<file path="src/fpd_pkg.sv">
// Shared constants and types for the floppy controller power-down and reset sequencer
package fpd_pkg;
   // Register byte offsets
   localparam logic [7:0] ADR_DSR = 8'h00;
   localparam logic [7:0] ADR_DOUT = 8'h04;
   localparam logic [7:0] ADR_CFGCTL = 8'h08;
   localparam logic [7:0] ADR_STAT = 8'h0c;
   localparam logic [7:0] ADR_DATA = 8'h10;
   localparam logic [7:0] ADR_MODE = 8'h14;
   localparam logic [7:0] ADR_CFG = 8'h18;
   localparam logic [7:0] ADR_PWR = 8'h1c;
   // Rate select fields
   localparam int DSR_RST_BIT = 7;
   localparam int DSR_LP_BIT = 6;
   // Digital output fields
   localparam int DOUT_RSTN_BIT = 2;
   // Main status fields
   localparam int STAT_READY_BIT = 7;
   // Mode word fields
   localparam int MODE_MLP_BIT = 0;
   localparam int MODE_ALP_BIT = 1;
   localparam int MODE_FIFO_WR_BIT = 2;
   localparam int MODE_FIFO_RD_BIT = 3;
   localparam int MODE_BURST_BIT = 4;
   // Configure word fields
   localparam int CFG_FIFO_BIT = 0;
   localparam int CFG_THR_LSB = 1;
   localparam int CFG_THR_MSB = 4;
   localparam int CFG_PRE_LSB = 8;
   localparam int CFG_PRE_MSB = 15;
   localparam int CFG_ISEEK_BIT = 16;
   localparam int CFG_POLL_BIT = 17;
   localparam int CFG_LOCK_BIT = 31;
   // Power control fields
   localparam int PWR_OSCSEL_BIT = 0;
   // Reset values
   localparam logic [7:0] DSR_RST = 8'h00;
   localparam logic [7:0] DOUT_RST = 8'h04;
   localparam logic [7:0] CFGCTL_RST = 8'h00;
   localparam logic [7:0] MODE_RST = 8'h00;
   localparam logic [31:0] CFG_RST = 32'h0002_0000;
   localparam logic [7:0] PWR_RST = 8'h00;
   localparam logic [7:0] STAT_BUSY = 8'h00;
   localparam logic [7:0] STAT_READY = 8'h80;
   // Timing in printed units
   localparam int unsigned CLK_MHZ = 250;
   localparam int unsigned T_IDLE_MS = 500;
   localparam int unsigned T_RDY_NS = 2500;
   localparam int unsigned T_OSC_US = 2000;
   // Cycle counts, longest times rounded down
   localparam int unsigned CYC_IDLE = T_IDLE_MS * CLK_MHZ * 1000;
   localparam int unsigned CYC_RDY = T_RDY_NS * CLK_MHZ / 1000;
   localparam int unsigned CYC_OSC = T_OSC_US * CLK_MHZ;
   // Sequencer states
   typedef enum logic [3:0]
   {
      ST_INIT = 4'b0001,
      ST_RUN = 4'b0010,
      ST_DOWN = 4'b0100,
      ST_WAKE = 4'b1000
   } fpd_state_t;
endpackage

</file>
<file path="src/fpd_if.sv">
// Interfaces between the sequencer and its timer and parameter store
`timescale 1ns/10ps
interface fpd_tmr_if;
   logic run; // Count while high
   logic done; // Level once the count expired
   modport tmr (input run, output done);
   modport ctl (output run, input done);
endinterface

interface fpd_par_if;
   logic soft_rst; // Software reset level
   logic cfg_we; // Configure word write
   logic mode_we; // Mode word write
   logic [31:0] wdata; // Write data
   logic [31:0] cfg; // Stored configure word
   logic [7:0] mode; // Stored mode word
   modport store (input soft_rst, cfg_we, mode_we, wdata, output cfg, mode);
   modport ctl (output soft_rst, cfg_we, mode_we, wdata, input cfg, mode);
endinterface

</file>
<file path="src/fpd_timer.sv">
// Parameterised delay counter
`timescale 1ns/10ps
module fpd_timer
#(
   parameter int unsigned COUNT = 16
)
(
   // Clock and reset
   input wire logic pclk,
   input wire logic presetn,
   // Control
   fpd_tmr_if.tmr t
);
   localparam int W = $clog2(COUNT + 1);
   logic [W-1:0] cnt_r; // Cycles spent running

   // Count while run holds; dropping run restarts from zero
   always_ff @(posedge pclk or negedge presetn)
   begin
      if (!presetn)
      begin
         cnt_r <= '0;
         t.done <= 1'b0;
      end
      else if (!t.run)
      begin
         cnt_r <= '0;
         t.done <= 1'b0;
      end
      else if (!t.done)
      begin
         cnt_r <= cnt_r + 1'b1;
         t.done <= (cnt_r == W'(COUNT - 1));
      end
   end
endmodule

</file>
<file path="src/fpd_param_store.sv">
// Configure and mode parameters with lock retention over software reset
`timescale 1ns/10ps
module fpd_param_store
(
   // Clock and reset
   input wire logic pclk,
   input wire logic presetn,
   // Parameter access
   fpd_par_if.store p
);
   logic lock; // Retention enabled
   logic [31:0] cfg_keep; // Configure word as after a soft reset
   logic [7:0] mode_keep; // Mode word as after a soft reset

   // Locked fields survive, the rest go back to defaults
   always_comb
   begin
      lock = p.cfg[fpd_pkg::CFG_LOCK_BIT];
      cfg_keep = fpd_pkg::CFG_RST;
      mode_keep = fpd_pkg::MODE_RST;
      cfg_keep[fpd_pkg::CFG_LOCK_BIT] = lock;
      if (lock)
      begin
         cfg_keep[fpd_pkg::CFG_FIFO_BIT] = p.cfg[fpd_pkg::CFG_FIFO_BIT];
         cfg_keep[fpd_pkg::CFG_THR_MSB:fpd_pkg::CFG_THR_LSB] =
            p.cfg[fpd_pkg::CFG_THR_MSB:fpd_pkg::CFG_THR_LSB];
         cfg_keep[fpd_pkg::CFG_PRE_MSB:fpd_pkg::CFG_PRE_LSB] =
            p.cfg[fpd_pkg::CFG_PRE_MSB:fpd_pkg::CFG_PRE_LSB];
         mode_keep[fpd_pkg::MODE_FIFO_WR_BIT] = p.mode[fpd_pkg::MODE_FIFO_WR_BIT];
         mode_keep[fpd_pkg::MODE_FIFO_RD_BIT] = p.mode[fpd_pkg::MODE_FIFO_RD_BIT];
         mode_keep[fpd_pkg::MODE_BURST_BIT] = p.mode[fpd_pkg::MODE_BURST_BIT];
      end
   end

   // Configure word: master reset defaults, soft reset wins over a write
   always_ff @(posedge pclk or negedge presetn)
   begin
      if (!presetn)
         p.cfg <= fpd_pkg::CFG_RST;
      else if (p.soft_rst)
         p.cfg <= cfg_keep;
      else if (p.cfg_we)
         p.cfg <= p.wdata;
   end

   // Mode word, auto low power stays until reset or rewrite
   always_ff @(posedge pclk or negedge presetn)
   begin
      if (!presetn)
         p.mode <= fpd_pkg::MODE_RST;
      else if (p.soft_rst)
         p.mode <= mode_keep;
      else if (p.mode_we)
         p.mode <= p.wdata[7:0];
   end
endmodule

</file>
<file path="src/fpd_power_seq.sv">
// Power-down and reset sequencer top with APB register slave
`timescale 1ns/10ps
module fpd_power_seq
#(
   parameter int unsigned IDLE_CYC = fpd_pkg::CYC_IDLE,
   parameter int unsigned OSC_CYC = fpd_pkg::CYC_OSC
)
(
   // Clock and reset
   input wire logic pclk,
   input wire logic presetn,
   // APB slave
   input wire logic psel,
   input wire logic penable,
   input wire logic pwrite,
   input wire logic [31:0] paddr,
   input wire logic [31:0] pwdata,
   output logic [31:0] prdata,
   output logic pready,
   output logic pslverr,
   // Controller engine status
   input wire logic eng_idle,
   input wire logic eng_ready,
   // Power and reset controls
   output logic fdc_clk_en,
   output logic osc_en,
   output logic ctl_reset,
   // Drive and rate outputs
   output logic [7:0] drive_ctl_out,
   output logic [1:0] data_rate,
   output logic [2:0] precomp_sel,
   // Controller parameters
   output logic fifo_en,
   output logic [3:0] fifo_threshold_param,
   output logic [7:0] precomp_start_track,
   output logic implied_seek_en,
   output logic poll_en,
   output logic mode_fifo_write_param,
   output logic mode_fifo_read_param,
   output logic mode_burst_param
);

   fpd_pkg::fpd_state_t st_r; // Sequencer state
   fpd_pkg::fpd_state_t st_nxt; // Next state
   logic [7:0] dsr_r; // Data rate select register
   logic [7:0] digital_output_reg; // Digital output register
   logic [7:0] config_control_reg; // Configuration control register
   logic [7:0] pwr_r; // Power control register
   logic [7:0] data_r; // Data register
   logic [1:0] rate_r; // Rate from last rate write
   logic request_for_master; // Status ready bit
   logic mlp_pend_r; // Mode manual low power pending
   logic rst_pend_r; // Software reset seen while down
   logic osc_off_r; // Oscillator stopped for this power-down
   logic clk_en_r; // Controller clock running
   logic osc_en_r; // Oscillator running
   logic [31:0] prdata_r; // Read data
   logic pready_r; // Access phase ready
   logic pslverr_r; // Unmapped address
   logic setup; // Setup cycle
   logic acc; // Completing access
   logic wr; // Completing write
   logic mapped; // Address decodes
   logic [7:0] adr; // Low address byte
   logic dsr_wr; // Rate select write
   logic sw_rst; // Software reset request
   logic hold; // Output register holds reset
   logic wake_acc; // Status or data access
   logic lp_req; // Manual low power request

   fpd_tmr_if rdy_t ();
   fpd_tmr_if idle_t ();
   fpd_tmr_if osc_t ();
   fpd_par_if par ();

   // Bus decode
   assign adr = paddr[7:0];
   assign setup = psel & ~penable;
   assign acc = psel & penable & pready_r;
   assign wr = acc & pwrite & ~pslverr_r;
   assign mapped = (paddr[31:8] == 24'h0) && (paddr[1:0] == 2'b00) && (adr <= fpd_pkg::ADR_PWR);
   assign dsr_wr = wr && (adr == fpd_pkg::ADR_DSR);
   // Output reset bit is a level and never self-clears
   assign hold = ~digital_output_reg[fpd_pkg::DOUT_RSTN_BIT];
   assign sw_rst = (dsr_wr && pwdata[fpd_pkg::DSR_RST_BIT]) || hold;
   assign wake_acc = acc && ((adr == fpd_pkg::ADR_STAT) || (adr == fpd_pkg::ADR_DATA));
   assign lp_req = dsr_r[fpd_pkg::DSR_LP_BIT] | mlp_pend_r | (dsr_wr & pwdata[fpd_pkg::DSR_LP_BIT])
      | (par.mode_we & pwdata[fpd_pkg::MODE_MLP_BIT]);

   // Timers
   assign rdy_t.run = (st_r == fpd_pkg::ST_INIT) && !hold;
   assign idle_t.run = (st_r == fpd_pkg::ST_RUN) && par.mode[fpd_pkg::MODE_ALP_BIT] && eng_idle;
   assign osc_t.run = (st_r == fpd_pkg::ST_WAKE) && osc_off_r;
   fpd_timer #(.COUNT(fpd_pkg::CYC_RDY)) u_rdy (.pclk(pclk), .presetn(presetn), .t(rdy_t.tmr));
   fpd_timer #(.COUNT(IDLE_CYC)) u_idle (.pclk(pclk), .presetn(presetn), .t(idle_t.tmr));
   fpd_timer #(.COUNT(OSC_CYC)) u_osc (.pclk(pclk), .presetn(presetn), .t(osc_t.tmr));

   // Parameter store hookup
   assign par.soft_rst = sw_rst;
   assign par.cfg_we = wr && (adr == fpd_pkg::ADR_CFG);
   assign par.mode_we = wr && (adr == fpd_pkg::ADR_MODE);
   assign par.wdata = pwdata;
   fpd_param_store u_par (.pclk(pclk), .presetn(presetn), .p(par.store));

   // Next state
   always_comb
   begin
      st_nxt = st_r;
      case (st_r)
         fpd_pkg::ST_INIT:
            if (!hold && rdy_t.done)
               st_nxt = fpd_pkg::ST_RUN;
         fpd_pkg::ST_RUN:
            if (sw_rst)
               st_nxt = fpd_pkg::ST_INIT;
            else if (lp_req || idle_t.done)
               st_nxt = fpd_pkg::ST_DOWN;
         fpd_pkg::ST_DOWN:
            if (sw_rst || wake_acc)
               st_nxt = fpd_pkg::ST_WAKE;
         fpd_pkg::ST_WAKE:
            // Stay until the oscillator has settled
            if (!osc_off_r || osc_t.done)
               st_nxt = (rst_pend_r || sw_rst) ? fpd_pkg::ST_INIT : fpd_pkg::ST_RUN;
         default:
            st_nxt = fpd_pkg::ST_INIT;
      endcase
   end

   // State register
   always_ff @(posedge pclk or negedge presetn)
   begin
      if (!presetn)
         st_r <= fpd_pkg::ST_INIT;
      else
         st_r <= st_nxt;
   end

   // Software reset during power-down is remembered through the wake-up
   always_ff @(posedge pclk or negedge presetn)
   begin
      if (!presetn)
         rst_pend_r <= 1'b0;
      else if (st_r == fpd_pkg::ST_DOWN || st_r == fpd_pkg::ST_WAKE)
         rst_pend_r <= rst_pend_r | sw_rst;
      else
         rst_pend_r <= 1'b0;
   end

   // Oscillator select is caught on entry so a later write cannot strand it
   always_ff @(posedge pclk or negedge presetn)
   begin
      if (!presetn)
         osc_off_r <= 1'b0;
      else if (st_r == fpd_pkg::ST_RUN && st_nxt == fpd_pkg::ST_DOWN)
         osc_off_r <= pwr_r[fpd_pkg::PWR_OSCSEL_BIT];
   end

   // Clock and oscillator gating
   always_ff @(posedge pclk or negedge presetn)
   begin
      if (!presetn)
      begin
         clk_en_r <= 1'b1;
         osc_en_r <= 1'b1;
      end
      else
      begin
         // Clock off while down and while the oscillator settles
         clk_en_r <= (st_nxt == fpd_pkg::ST_RUN) || (st_nxt == fpd_pkg::ST_INIT);
         if (st_r == fpd_pkg::ST_RUN && st_nxt == fpd_pkg::ST_DOWN)
            osc_en_r <= ~pwr_r[fpd_pkg::PWR_OSCSEL_BIT];
         else if (st_nxt != fpd_pkg::ST_DOWN)
            osc_en_r <= 1'b1;
      end
   end

   // Request for master only in the running state
   always_ff @(posedge pclk or negedge presetn)
   begin
      if (!presetn)
         request_for_master <= 1'b0;
      else
         request_for_master <= (st_nxt == fpd_pkg::ST_RUN) && eng_ready;
   end

   // Rate select: reset bit self-clears, low power bit clears on wake
   always_ff @(posedge pclk or negedge presetn)
   begin
      if (!presetn)
         dsr_r <= fpd_pkg::DSR_RST;
      else
      begin
         if (dsr_wr)
            dsr_r <= {1'b0, pwdata[6:0]};
         if (st_r == fpd_pkg::ST_WAKE && st_nxt != fpd_pkg::ST_WAKE)
            dsr_r[fpd_pkg::DSR_LP_BIT] <= 1'b0;
      end
   end

   // Mode manual low power acts once per write, cleared on wake
   always_ff @(posedge pclk or negedge presetn)
   begin
      if (!presetn)
         mlp_pend_r <= 1'b0;
      else if (st_r == fpd_pkg::ST_WAKE && st_nxt != fpd_pkg::ST_WAKE)
         mlp_pend_r <= 1'b0;
      else if (par.mode_we && pwdata[fpd_pkg::MODE_MLP_BIT])
         mlp_pend_r <= 1'b1;
      else if (sw_rst)
         mlp_pend_r <= 1'b0;
   end

   // Output, config control, power and data registers, writable in any state
   always_ff @(posedge pclk or negedge presetn)
   begin
      if (!presetn)
      begin
         digital_output_reg <= fpd_pkg::DOUT_RST;
         config_control_reg <= fpd_pkg::CFGCTL_RST;
         pwr_r <= fpd_pkg::PWR_RST;
         data_r <= 8'h00;
      end
      else if (wr)
      begin
         if (adr == fpd_pkg::ADR_DOUT)
            digital_output_reg <= pwdata[7:0];
         if (adr == fpd_pkg::ADR_CFGCTL)
            config_control_reg <= pwdata[7:0];
         if (adr == fpd_pkg::ADR_PWR)
            pwr_r <= pwdata[7:0];
         if (adr == fpd_pkg::ADR_DATA)
            data_r <= pwdata[7:0];
      end
   end

   // Data rate follows whichever of the two rate registers was written last
   always_ff @(posedge pclk or negedge presetn)
   begin
      if (!presetn)
         rate_r <= 2'b00;
      else if (wr && (adr == fpd_pkg::ADR_DSR || adr == fpd_pkg::ADR_CFGCTL))
         rate_r <= pwdata[1:0];
   end

   // APB answer: zero wait states, data and error set up in the setup cycle
   always_ff @(posedge pclk or negedge presetn)
   begin
      if (!presetn)
      begin
         pready_r <= 1'b0;
         pslverr_r <= 1'b0;
         prdata_r <= 32'h0;
      end
      else
      begin
         pready_r <= setup;
         pslverr_r <= setup & ~mapped;
         if (setup && !pwrite)
         begin
            case (adr)
               fpd_pkg::ADR_DSR: prdata_r <= {24'h0, dsr_r};
               fpd_pkg::ADR_DOUT: prdata_r <= {24'h0, digital_output_reg};
               fpd_pkg::ADR_CFGCTL: prdata_r <= {24'h0, config_control_reg};
               // Status shows 00h until ready, then the ready bit
               fpd_pkg::ADR_STAT: prdata_r <= {24'h0, request_for_master ? fpd_pkg::STAT_READY : fpd_pkg::STAT_BUSY};
               fpd_pkg::ADR_DATA: prdata_r <= {24'h0, data_r};
               fpd_pkg::ADR_MODE: prdata_r <= {24'h0, par.mode};
               fpd_pkg::ADR_CFG: prdata_r <= par.cfg;
               // Power register shows the sequencer state in the upper nibble
               fpd_pkg::ADR_PWR: prdata_r <= {24'h0, st_r, pwr_r[3:0]};
               default: prdata_r <= 32'h0;
            endcase
         end
      end
   end

   // Controller reset level, registered
   always_ff @(posedge pclk or negedge presetn)
   begin
      if (!presetn)
         ctl_reset <= 1'b1;
      else
         ctl_reset <= (st_nxt == fpd_pkg::ST_INIT);
   end

   // Outputs
   assign prdata = prdata_r;
   assign pready = pready_r;
   assign pslverr = pslverr_r;
   assign fdc_clk_en = clk_en_r;
   assign osc_en = osc_en_r;
   assign drive_ctl_out = digital_output_reg;
   assign data_rate = rate_r;
   assign precomp_sel = dsr_r[4:2];
   assign fifo_en = par.cfg[fpd_pkg::CFG_FIFO_BIT];
   assign fifo_threshold_param = par.cfg[fpd_pkg::CFG_THR_MSB:fpd_pkg::CFG_THR_LSB];
   assign precomp_start_track = par.cfg[fpd_pkg::CFG_PRE_MSB:fpd_pkg::CFG_PRE_LSB];
   assign implied_seek_en = par.cfg[fpd_pkg::CFG_ISEEK_BIT];
   assign poll_en = par.cfg[fpd_pkg::CFG_POLL_BIT];
   assign mode_fifo_write_param = par.mode[fpd_pkg::MODE_FIFO_WR_BIT];
   assign mode_fifo_read_param = par.mode[fpd_pkg::MODE_FIFO_RD_BIT];
   assign mode_burst_param = par.mode[fpd_pkg::MODE_BURST_BIT];
endmodule

</file>
<file path="config.mk">
export PLATFORM = sky130hd
export DESIGN_NAME = fpd_power_seq
export DESIGN_NICKNAME = d
export VERILOG_FILES = /design/src/fpd_pkg.sv /design/src/fpd_if.sv /design/src/fpd_timer.sv /design/src/fpd_param_store.sv /design/src/fpd_power_seq.sv
export SDC_FILE = /design/constraint.sdc
export NUM_CORES = 1
export LEC_CHECK = 0
export ABC_AREA = 1
export BUFFER_PORTS_ARGS = -buffer_cell sky130_fd_sc_hd__clkbuf_2
export CORE_ASPECT_RATIO = 0.7
export CORE_MARGIN = 3
export CORE_UTILIZATION = 44
export CTS_CLUSTER_DIAMETER = 80
export DETAILED_ROUTE_END_ITERATION = 10
export PLACE_DENSITY = 0.67
export SKIP_CTS_REPAIR_TIMING = 1
export SLEW_MARGIN = 20
export SYNTH_ARGS = -nofsm -noshare
export SYNTH_HDL_FRONTEND = slang
export SYNTH_SLANG_ARGS = --single-unit
</file>
<file path="constraint.sdc">
create_clock -name pclk -period 1.45 [get_ports pclk]
set_clock_uncertainty 0.05 [all_clocks]
set_input_delay 0.0725 -clock pclk [delete_from_list [all_inputs] [get_ports pclk]]
set_output_delay 0.0725 -clock pclk [all_outputs]
set_load 0.03 [all_outputs]
</file>
### After elaboration in Yosys (flattened, before gate mapping)

Index checks and enable logic that the tools add are counted.

* memories kept: 0
* ROM bits: 0
* RAM bits: 0
* word-level logic and storage cells: 154
* latch bits: 0
* bits in registers: 181

* magnitude comparators: 1
* equality and inequality tests: 23
* divide/modulo/power cells: 0
* $add $sub $neg: 3
* bitwise operators: 18
* reductions and logical operators: 44
* $mul: 0
* muxes and demuxes: 36
* shift-type cells: 0

Operators with widths (number)
* $pmux W32 S8: 1
* $mux W31: 2
* $mux W27: 2
* $mux W19: 2
* $eq A8 B5 Y1 const B: 4
* $mux W8: 4
* $add A27 B1 Y27 const B: 1
* $eq A27 B27 Y1 const B: 1
* $logic_not A24 Y1: 1
* $mux W10: 2
* $mux W4: 5
* $add A19 B1 Y19 const B: 1
* $eq A19 B19 Y1 const B: 1
* $logic_and A1 B1 Y1: 18
* $eq A8 B4 Y1 const B: 2
* $pmux W4 S4: 1
* $reduce_and A2 Y1: 7
* $mux W1: 13
* $add A10 B1 Y10 const B: 1
* $eq A10 B10 Y1 const B: 1
* $logic_or A1 B1 Y1: 9
* $and A1 B1 Y1: 8
* $eq A4 B1 Y1 const B: 2
* $eq A4 B2 Y1 const B: 2
* other kinds (18): 34

### Longest topological paths before layout

* depth after elaboration: 15
* mapped depth: 11
* gate-level depth less buffers: 10

### Hierarchy

From an unflattened synthesis, not the netlist that was laid out.

* cell total of the unflattened synthesis: 1150
* area total of the unflattened synthesis: 9041.2 sq um

By module, submodules not included
* fpd_power_seq: cells each 487, sequential area each 2058.2 sq um, instances 1, area each 3913.8 sq um
* fpd_timer at u_idle: cells each 241, sequential area each 700.7 sq um, instances 1, area each 1742.9 sq um
* fpd_param_store: cells each 172, sequential area each 1002.2 sq um, instances 1, area each 1554.0 sq um
* fpd_timer at u_osc: cells each 170, sequential area each 500.5 sq um, instances 1, area each 1218.7 sq um
* fpd_timer at u_rdy: cells each 80, sequential area each 275.3 sq um, instances 1, area each 611.8 sq um

### Worst setup path after synthesis

OpenSTA, ideal clock, no wires.

* path kind: reg2reg
* start point: register pslverr_r, in the netlist pslverr
* end point: register u_par.p.cfg[16]
* arrival time: 1.515 ns
* clock period less this slack: 1.691 ns
* path slack: -0.241 ns
* path buffers: 1
* cell stages (with the launch flop): 12
* library setup time: 0.126 ns
* path through: dfrtp_1 -> inv_1 -> nand2_1 -> nor2_8 -> nand3_4 -> nand2_4 -> inv_4 -> nand2_8 -> inv_4 -> buf_6 -> nand2_1 -> o21ai_0

* longest elaborated chain between the ends: 6
* elaborated cells between the ends (all ways): 8
* classes of those cells: mux (1); bitwise (2); reduce/logical (5)

RTL lines
* start: declaration: line fpd_power_seq.sv:59 `logic pslverr_r;`
* start signal: assignment: line fpd_power_seq.sv:258 `pslverr_r <= setup & ~mapped;`
* $not A1 Y1 (*): line fpd_power_seq.sv:80 `assign wr = acc & pwrite & ~pslverr_r;`
* $and A1 B1 Y1 (*): line fpd_power_seq.sv:80
* $logic_and A1 B1 Y1: line fpd_power_seq.sv:82 `assign dsr_wr = wr && (adr == fpd_pkg::ADR_DSR);`
* $logic_and A1 B1 Y1: line fpd_power_seq.sv:85 `assign sw_rst = (dsr_wr && pwdata[fpd_pkg::DSR_RST_BIT]) || hold;`
* $logic_or A1 B1 Y1: line fpd_power_seq.sv:85
* $mux W31 / $reduce_bool A2 Y1 (equally long branches)
* end signal: assignment: line fpd_param_store.sv:39 `p.cfg <= fpd_pkg::CFG_RST;`
* end signal: assignment: line fpd_param_store.sv:41 `p.cfg <= cfg_keep;`
* end signal: assignment: line fpd_param_store.sv:43 `p.cfg <= p.wdata;`
* end: declaration: line fpd_if.sv:17 `modport store (input soft_rst, cfg_we, mode_we, wdata, output cfg, mode);`

Every way passes the cells marked *; elsewhere a longest branch is shown, timed or not.
A chain may end at the register's enable or synchronous reset.

### Final worst setup path

* start point: register u_idle.cnt_r[1]
* end point: register u_idle.cnt_r[23]

* longest elaborated chain between the ends: 3

RTL lines
* start: declaration: line fpd_timer.sv:15 `logic [W-1:0] cnt_r;`
* start signal: assignment: line fpd_timer.sv:32 `cnt_r <= cnt_r + 1'b1;`
* $add A27 B1 Y27: line fpd_timer.sv:32
* $mux W27: line fpd_timer.sv:30 `else if (!t.done)`
* $mux W27: line fpd_timer.sv:25 `else if (!t.run)`

No other way between the ends. The select of a mux whose other input is x is not followed.

==> results by group <==
Die
  • Chip height: 124 um
  • Starting Density: 0.456
  • Rows: 42
  • Die X-Extent: 175 um
  • Ports: 139
  • Core ar.: 19200 um2
  • Area of the die: 21700 um2

Yosys
  • Register area share after synthesis: 0.518
  • Asr flop ratio synth: 1.00
  • Primary FF master, synth: dfrtp_1
  • Post-synth cell types: 43
  • Number of flops mapped to enable cells by yosys: 0
  • Synth warnings: 0
  • Post-Synthesis Cell Area: 8760 um2
  • Net Count, Synth: 1143
  • Synthesis-stage register bit count: 181
  • Synthesized area per cell: 8.20 um2
  • Cell count after synthesis: 1068

Timing
  • Hold Slack: -0.0302 ns
  • Period utilization: 1.13
  • TNS Setup: -8.81 ns
  • Post-layout minimum cycle time: 1.64 ns
  • Slew Viols, Final: 0
  • Relative slew slack: 0.577
  • RSZ-0062 raised after global routing: yes
  • Final setup viols: 87
  • Setup ws final: -0.189 ns
  • Final hold vios: 1
  • Worst slew pin tran: 0.633 ns
  • Fmax: 0.610 GHz

Power and ir drop
  • Internal power: 7580 uW
  • Seq pwr share: 0.502
  • VDD IR max: 629 uV
  • P_sw: 2510 uW
  • P_leak: 0.00604 uW
  • Net Sw Frac: 0.249
  • Combinational share of power: 0.054
  • Clock power share: 0.444
  • PD cells: 786 nW/um2

Finish
  • Number of nets in the layout: 1460
  • Diodes inserted: 0
  • Fill count: 1478
  • Layout cells sized above 1: 0.364
  • Layout area overhead: 46.6%
  • Post-route cell area: 12800 um2
  • Util after Layout: 0.668

Placed design
  • Gp weighted congestion: 0.901
  • PortBufs: 138
  • Cell Area, Placed: 10500 um2
  • Post-DP HPWL: 17.6 mm

Setup path
  • Cell Chain, Critical Path: buf_4 > nand3_2 > nor2_4 > nand2_2 > nor2_4 > nand3_2 > a21oi_2 > o21a_1
  • Worst reg2reg path depth: 8
  • CP required: 1.77 ns
  • Worst Setup EP: u_idle.cnt_r[23]$_DFFE_PN0P_
  • Reg2Reg Setup Slack: -0.19 ns
  • WS Path Type: reg2reg
  • Startpoint Class: flip-flop
  • Slowest CP cell: dfrtp_1
  • Crit path DAT: 1.96 ns
  • Reg2reg end: u_idle.cnt_r[23]$_DFFE_PN0P_
  • Crit-path max cell delay: 0.44 ns
  • Crit Path Max Fanout: 4
  • Critical Path Start: u_idle.cnt_r[1]$_DFFE_PN0P_
  • Crit. End Element: flip-flop
  • Startpoint of the worst-slack reg-to-reg timing path: u_idle.cnt_r[1]$_DFFE_PN0P_

Min path
  • Hold_sp: psel
  • Hold Path Class: in2reg

Clock tree
  • Clock transition at the registers of the reported paths: 0.07 ns
  • CTS Root Cell: clkbuf_16
  • Clock sink count: 181
  • Clock buffer depth: 2
  • CTS buffer count: 17
  • CTS H-tree depth: 4
  • CTS tree: done
  • Clock Latency Late Sink: 0.44 ns

Detailed routing
  • Routed wire length: 26.7 mm
  • Final ANT Viol Nets: 0
  • Drt drc: 0
  • Post-DR wirelength/cell: 16.1 um
  • Via density: 5.18
  • Via count: 8604
  • Pre-Repair DR Iteration Count: 6
  • DRT iter0 DRCs: 592

GRT
  • Grt ovf: 0
  • GRT Total Usage: 0.219
  • Largest net degree at the start of global routing: 54
  • Number of global-route vias before repair: 7503
  • First-pass GRT wire length: 37.9 mm
  • Initial antenna violation count: 0

Outcome
  • Status: finished with violations
  • Failing checks: hold timing, setup timing

Job
  • Max-Cap Viols: 0
[critical path, delay by kind of cell, from the launching register on]
| kind | cells | cell delay (ns) |
|---|---|---|
| flip-flops | 1 | 0.44 |
| buffers and inverters | 1 | 0.16 |
| AND/OR/NAND/NOR | 5 | 0.65 |
| AO/OA/AOI/OAI | 2 | 0.28 |
[per-layer routing]
layer  routed length [um]  track usage
met5                    0            0
met4                  187       0.0483
met3                 1680       0.0393
met2                12400        0.323
met1                12500        0.338
[cell usage in the layout (no fill, tap or decap), types with 6 or more instances in the layout]
master         instances
a21oi_1               32
a21oi_2                8
buf_12                12
buf_4                103
buf_6                 21
clkbuf_16             18
clkbuf_2             136
dfrtp_1              169
dfrtp_2                6
dfstp_2                6
dlygate4sd3_1         60
inv_1                115
inv_2                 10
inv_8                  6
nand2_1              245
nand2_2               24
nand2_4               15
nand2_8                7
nand3_1               27
nand3_2               11
nand3_4                9
nand4_1               24
nor2_1                68
nor2_2                26
nor2_4                20
nor3_1                17
nor3_2                 7
nor4_1                 8
o21ai_0               47
o21ai_1               35
o21ai_2               28
o22ai_2                9
o31ai_1               24
[per-stage QoR]
stage	power (uW)	instances	setup WS [ns]	hold slack [ns]
after floorplan	5260	1068	-0.131	-0.273
after global placement	5560	1540	-0.123	-0.0250
after detailed placement	5560	1540	-0.124	-0.0270
after CTS	10000	1572	-0.166	-0.499
after global routing	10400	1662	-0.267	-0.00389
final	10100	1662	-0.189	-0.0302
[power by group through the flow]
stage	sequential, uW	combinational (uW)	clock [uW]
5_1_grt	5060	603	4760
3_3_place_gp	5160	397	0
2_1_floorplan	5180	80.4	0
4_1_cts	5060	402	4550
6_report	5060	548	4480
3_5_place_dp	5160	400	0
[area by class of cell]
class | instances | area, um2 | area share
well taps | 264 | 330 | 0.0257
inverters | 129 | 518 | 0.0403
clock buffers | 18 | 429 | 0.0334
multi-input cells | 720 | 4290 | 0.334
flip-flops and latches | 181 | 4540 | 0.354
clock inverters | 14 | 134 | 0.0104
repair buffers | 336 | 2600 | 0.202
[synth_stat cells, types with 2 or more instances]
master,number,area share
o21ai_0,95,0.054
ha_1,4,0.0057
nand2_2,5,0.0036
a21oi_1,40,0.023
inv_1,124,0.053
nor2_2,7,0.0050
o22ai_1,4,0.0029
nand3_1,45,0.026
buf_2,14,0.0080
dfstp_2,6,0.018
nand2_1,281,0.12
nand4_1,24,0.017
nor4_1,9,0.0064
nor3_1,24,0.014
o21ai_1,10,0.0057
nor2_1,102,0.044
nand3b_1,2,0.0017
buf_4,16,0.014
nand2_4,2,0.0026
o21ai_2,5,0.0050
o21a_1,4,0.0034
inv_2,3,0.0013
nor2_4,5,0.0064
inv_4,2,0.0014
nor3b_1,2,0.0017
o31ai_1,24,0.021
clkbuf_1,7,0.0030
dfrtp_1,175,0.50
nor3_2,3,0.0034
o211ai_1,3,0.0026
and3_1,3,0.0021
buf_6,3,0.0039
o22ai_2,5,0.0071
[worst min-delay path by stage]
stage / slack (ns) / cells past startpoint / to
after floorplan: -0.27 / 0 / config_control_reg[0]$_DFFE_PN0P_
after global placement: -0.03 / 1 / prdata[26]$_DFFE_PN0P_
after detailed placement: -0.03 / 1 / prdata[26]$_DFFE_PN0P_
after CTS: -0.50 / 1 / prdata[26]$_DFFE_PN0P_
after global routing: -0.004 / 4 / pslverr$_DFF_PN0_
final: -0.03 / 4 / pslverr$_DFF_PN0_
[cells by family after synthesis]
| kind of cell | share of synthesized area |
|---|---|
| AO/OA/AOI/OAI | 0.130 |
| XOR/XNOR | 0.00100 |
| adder cells (fa/ha/maj) | 0.00571 |
| buffers and inverters | 0.0844 |
| flip-flops | 0.518 |
| AND/OR/NAND/NOR | 0.261 |
Power figures use the tool's default switching activity.
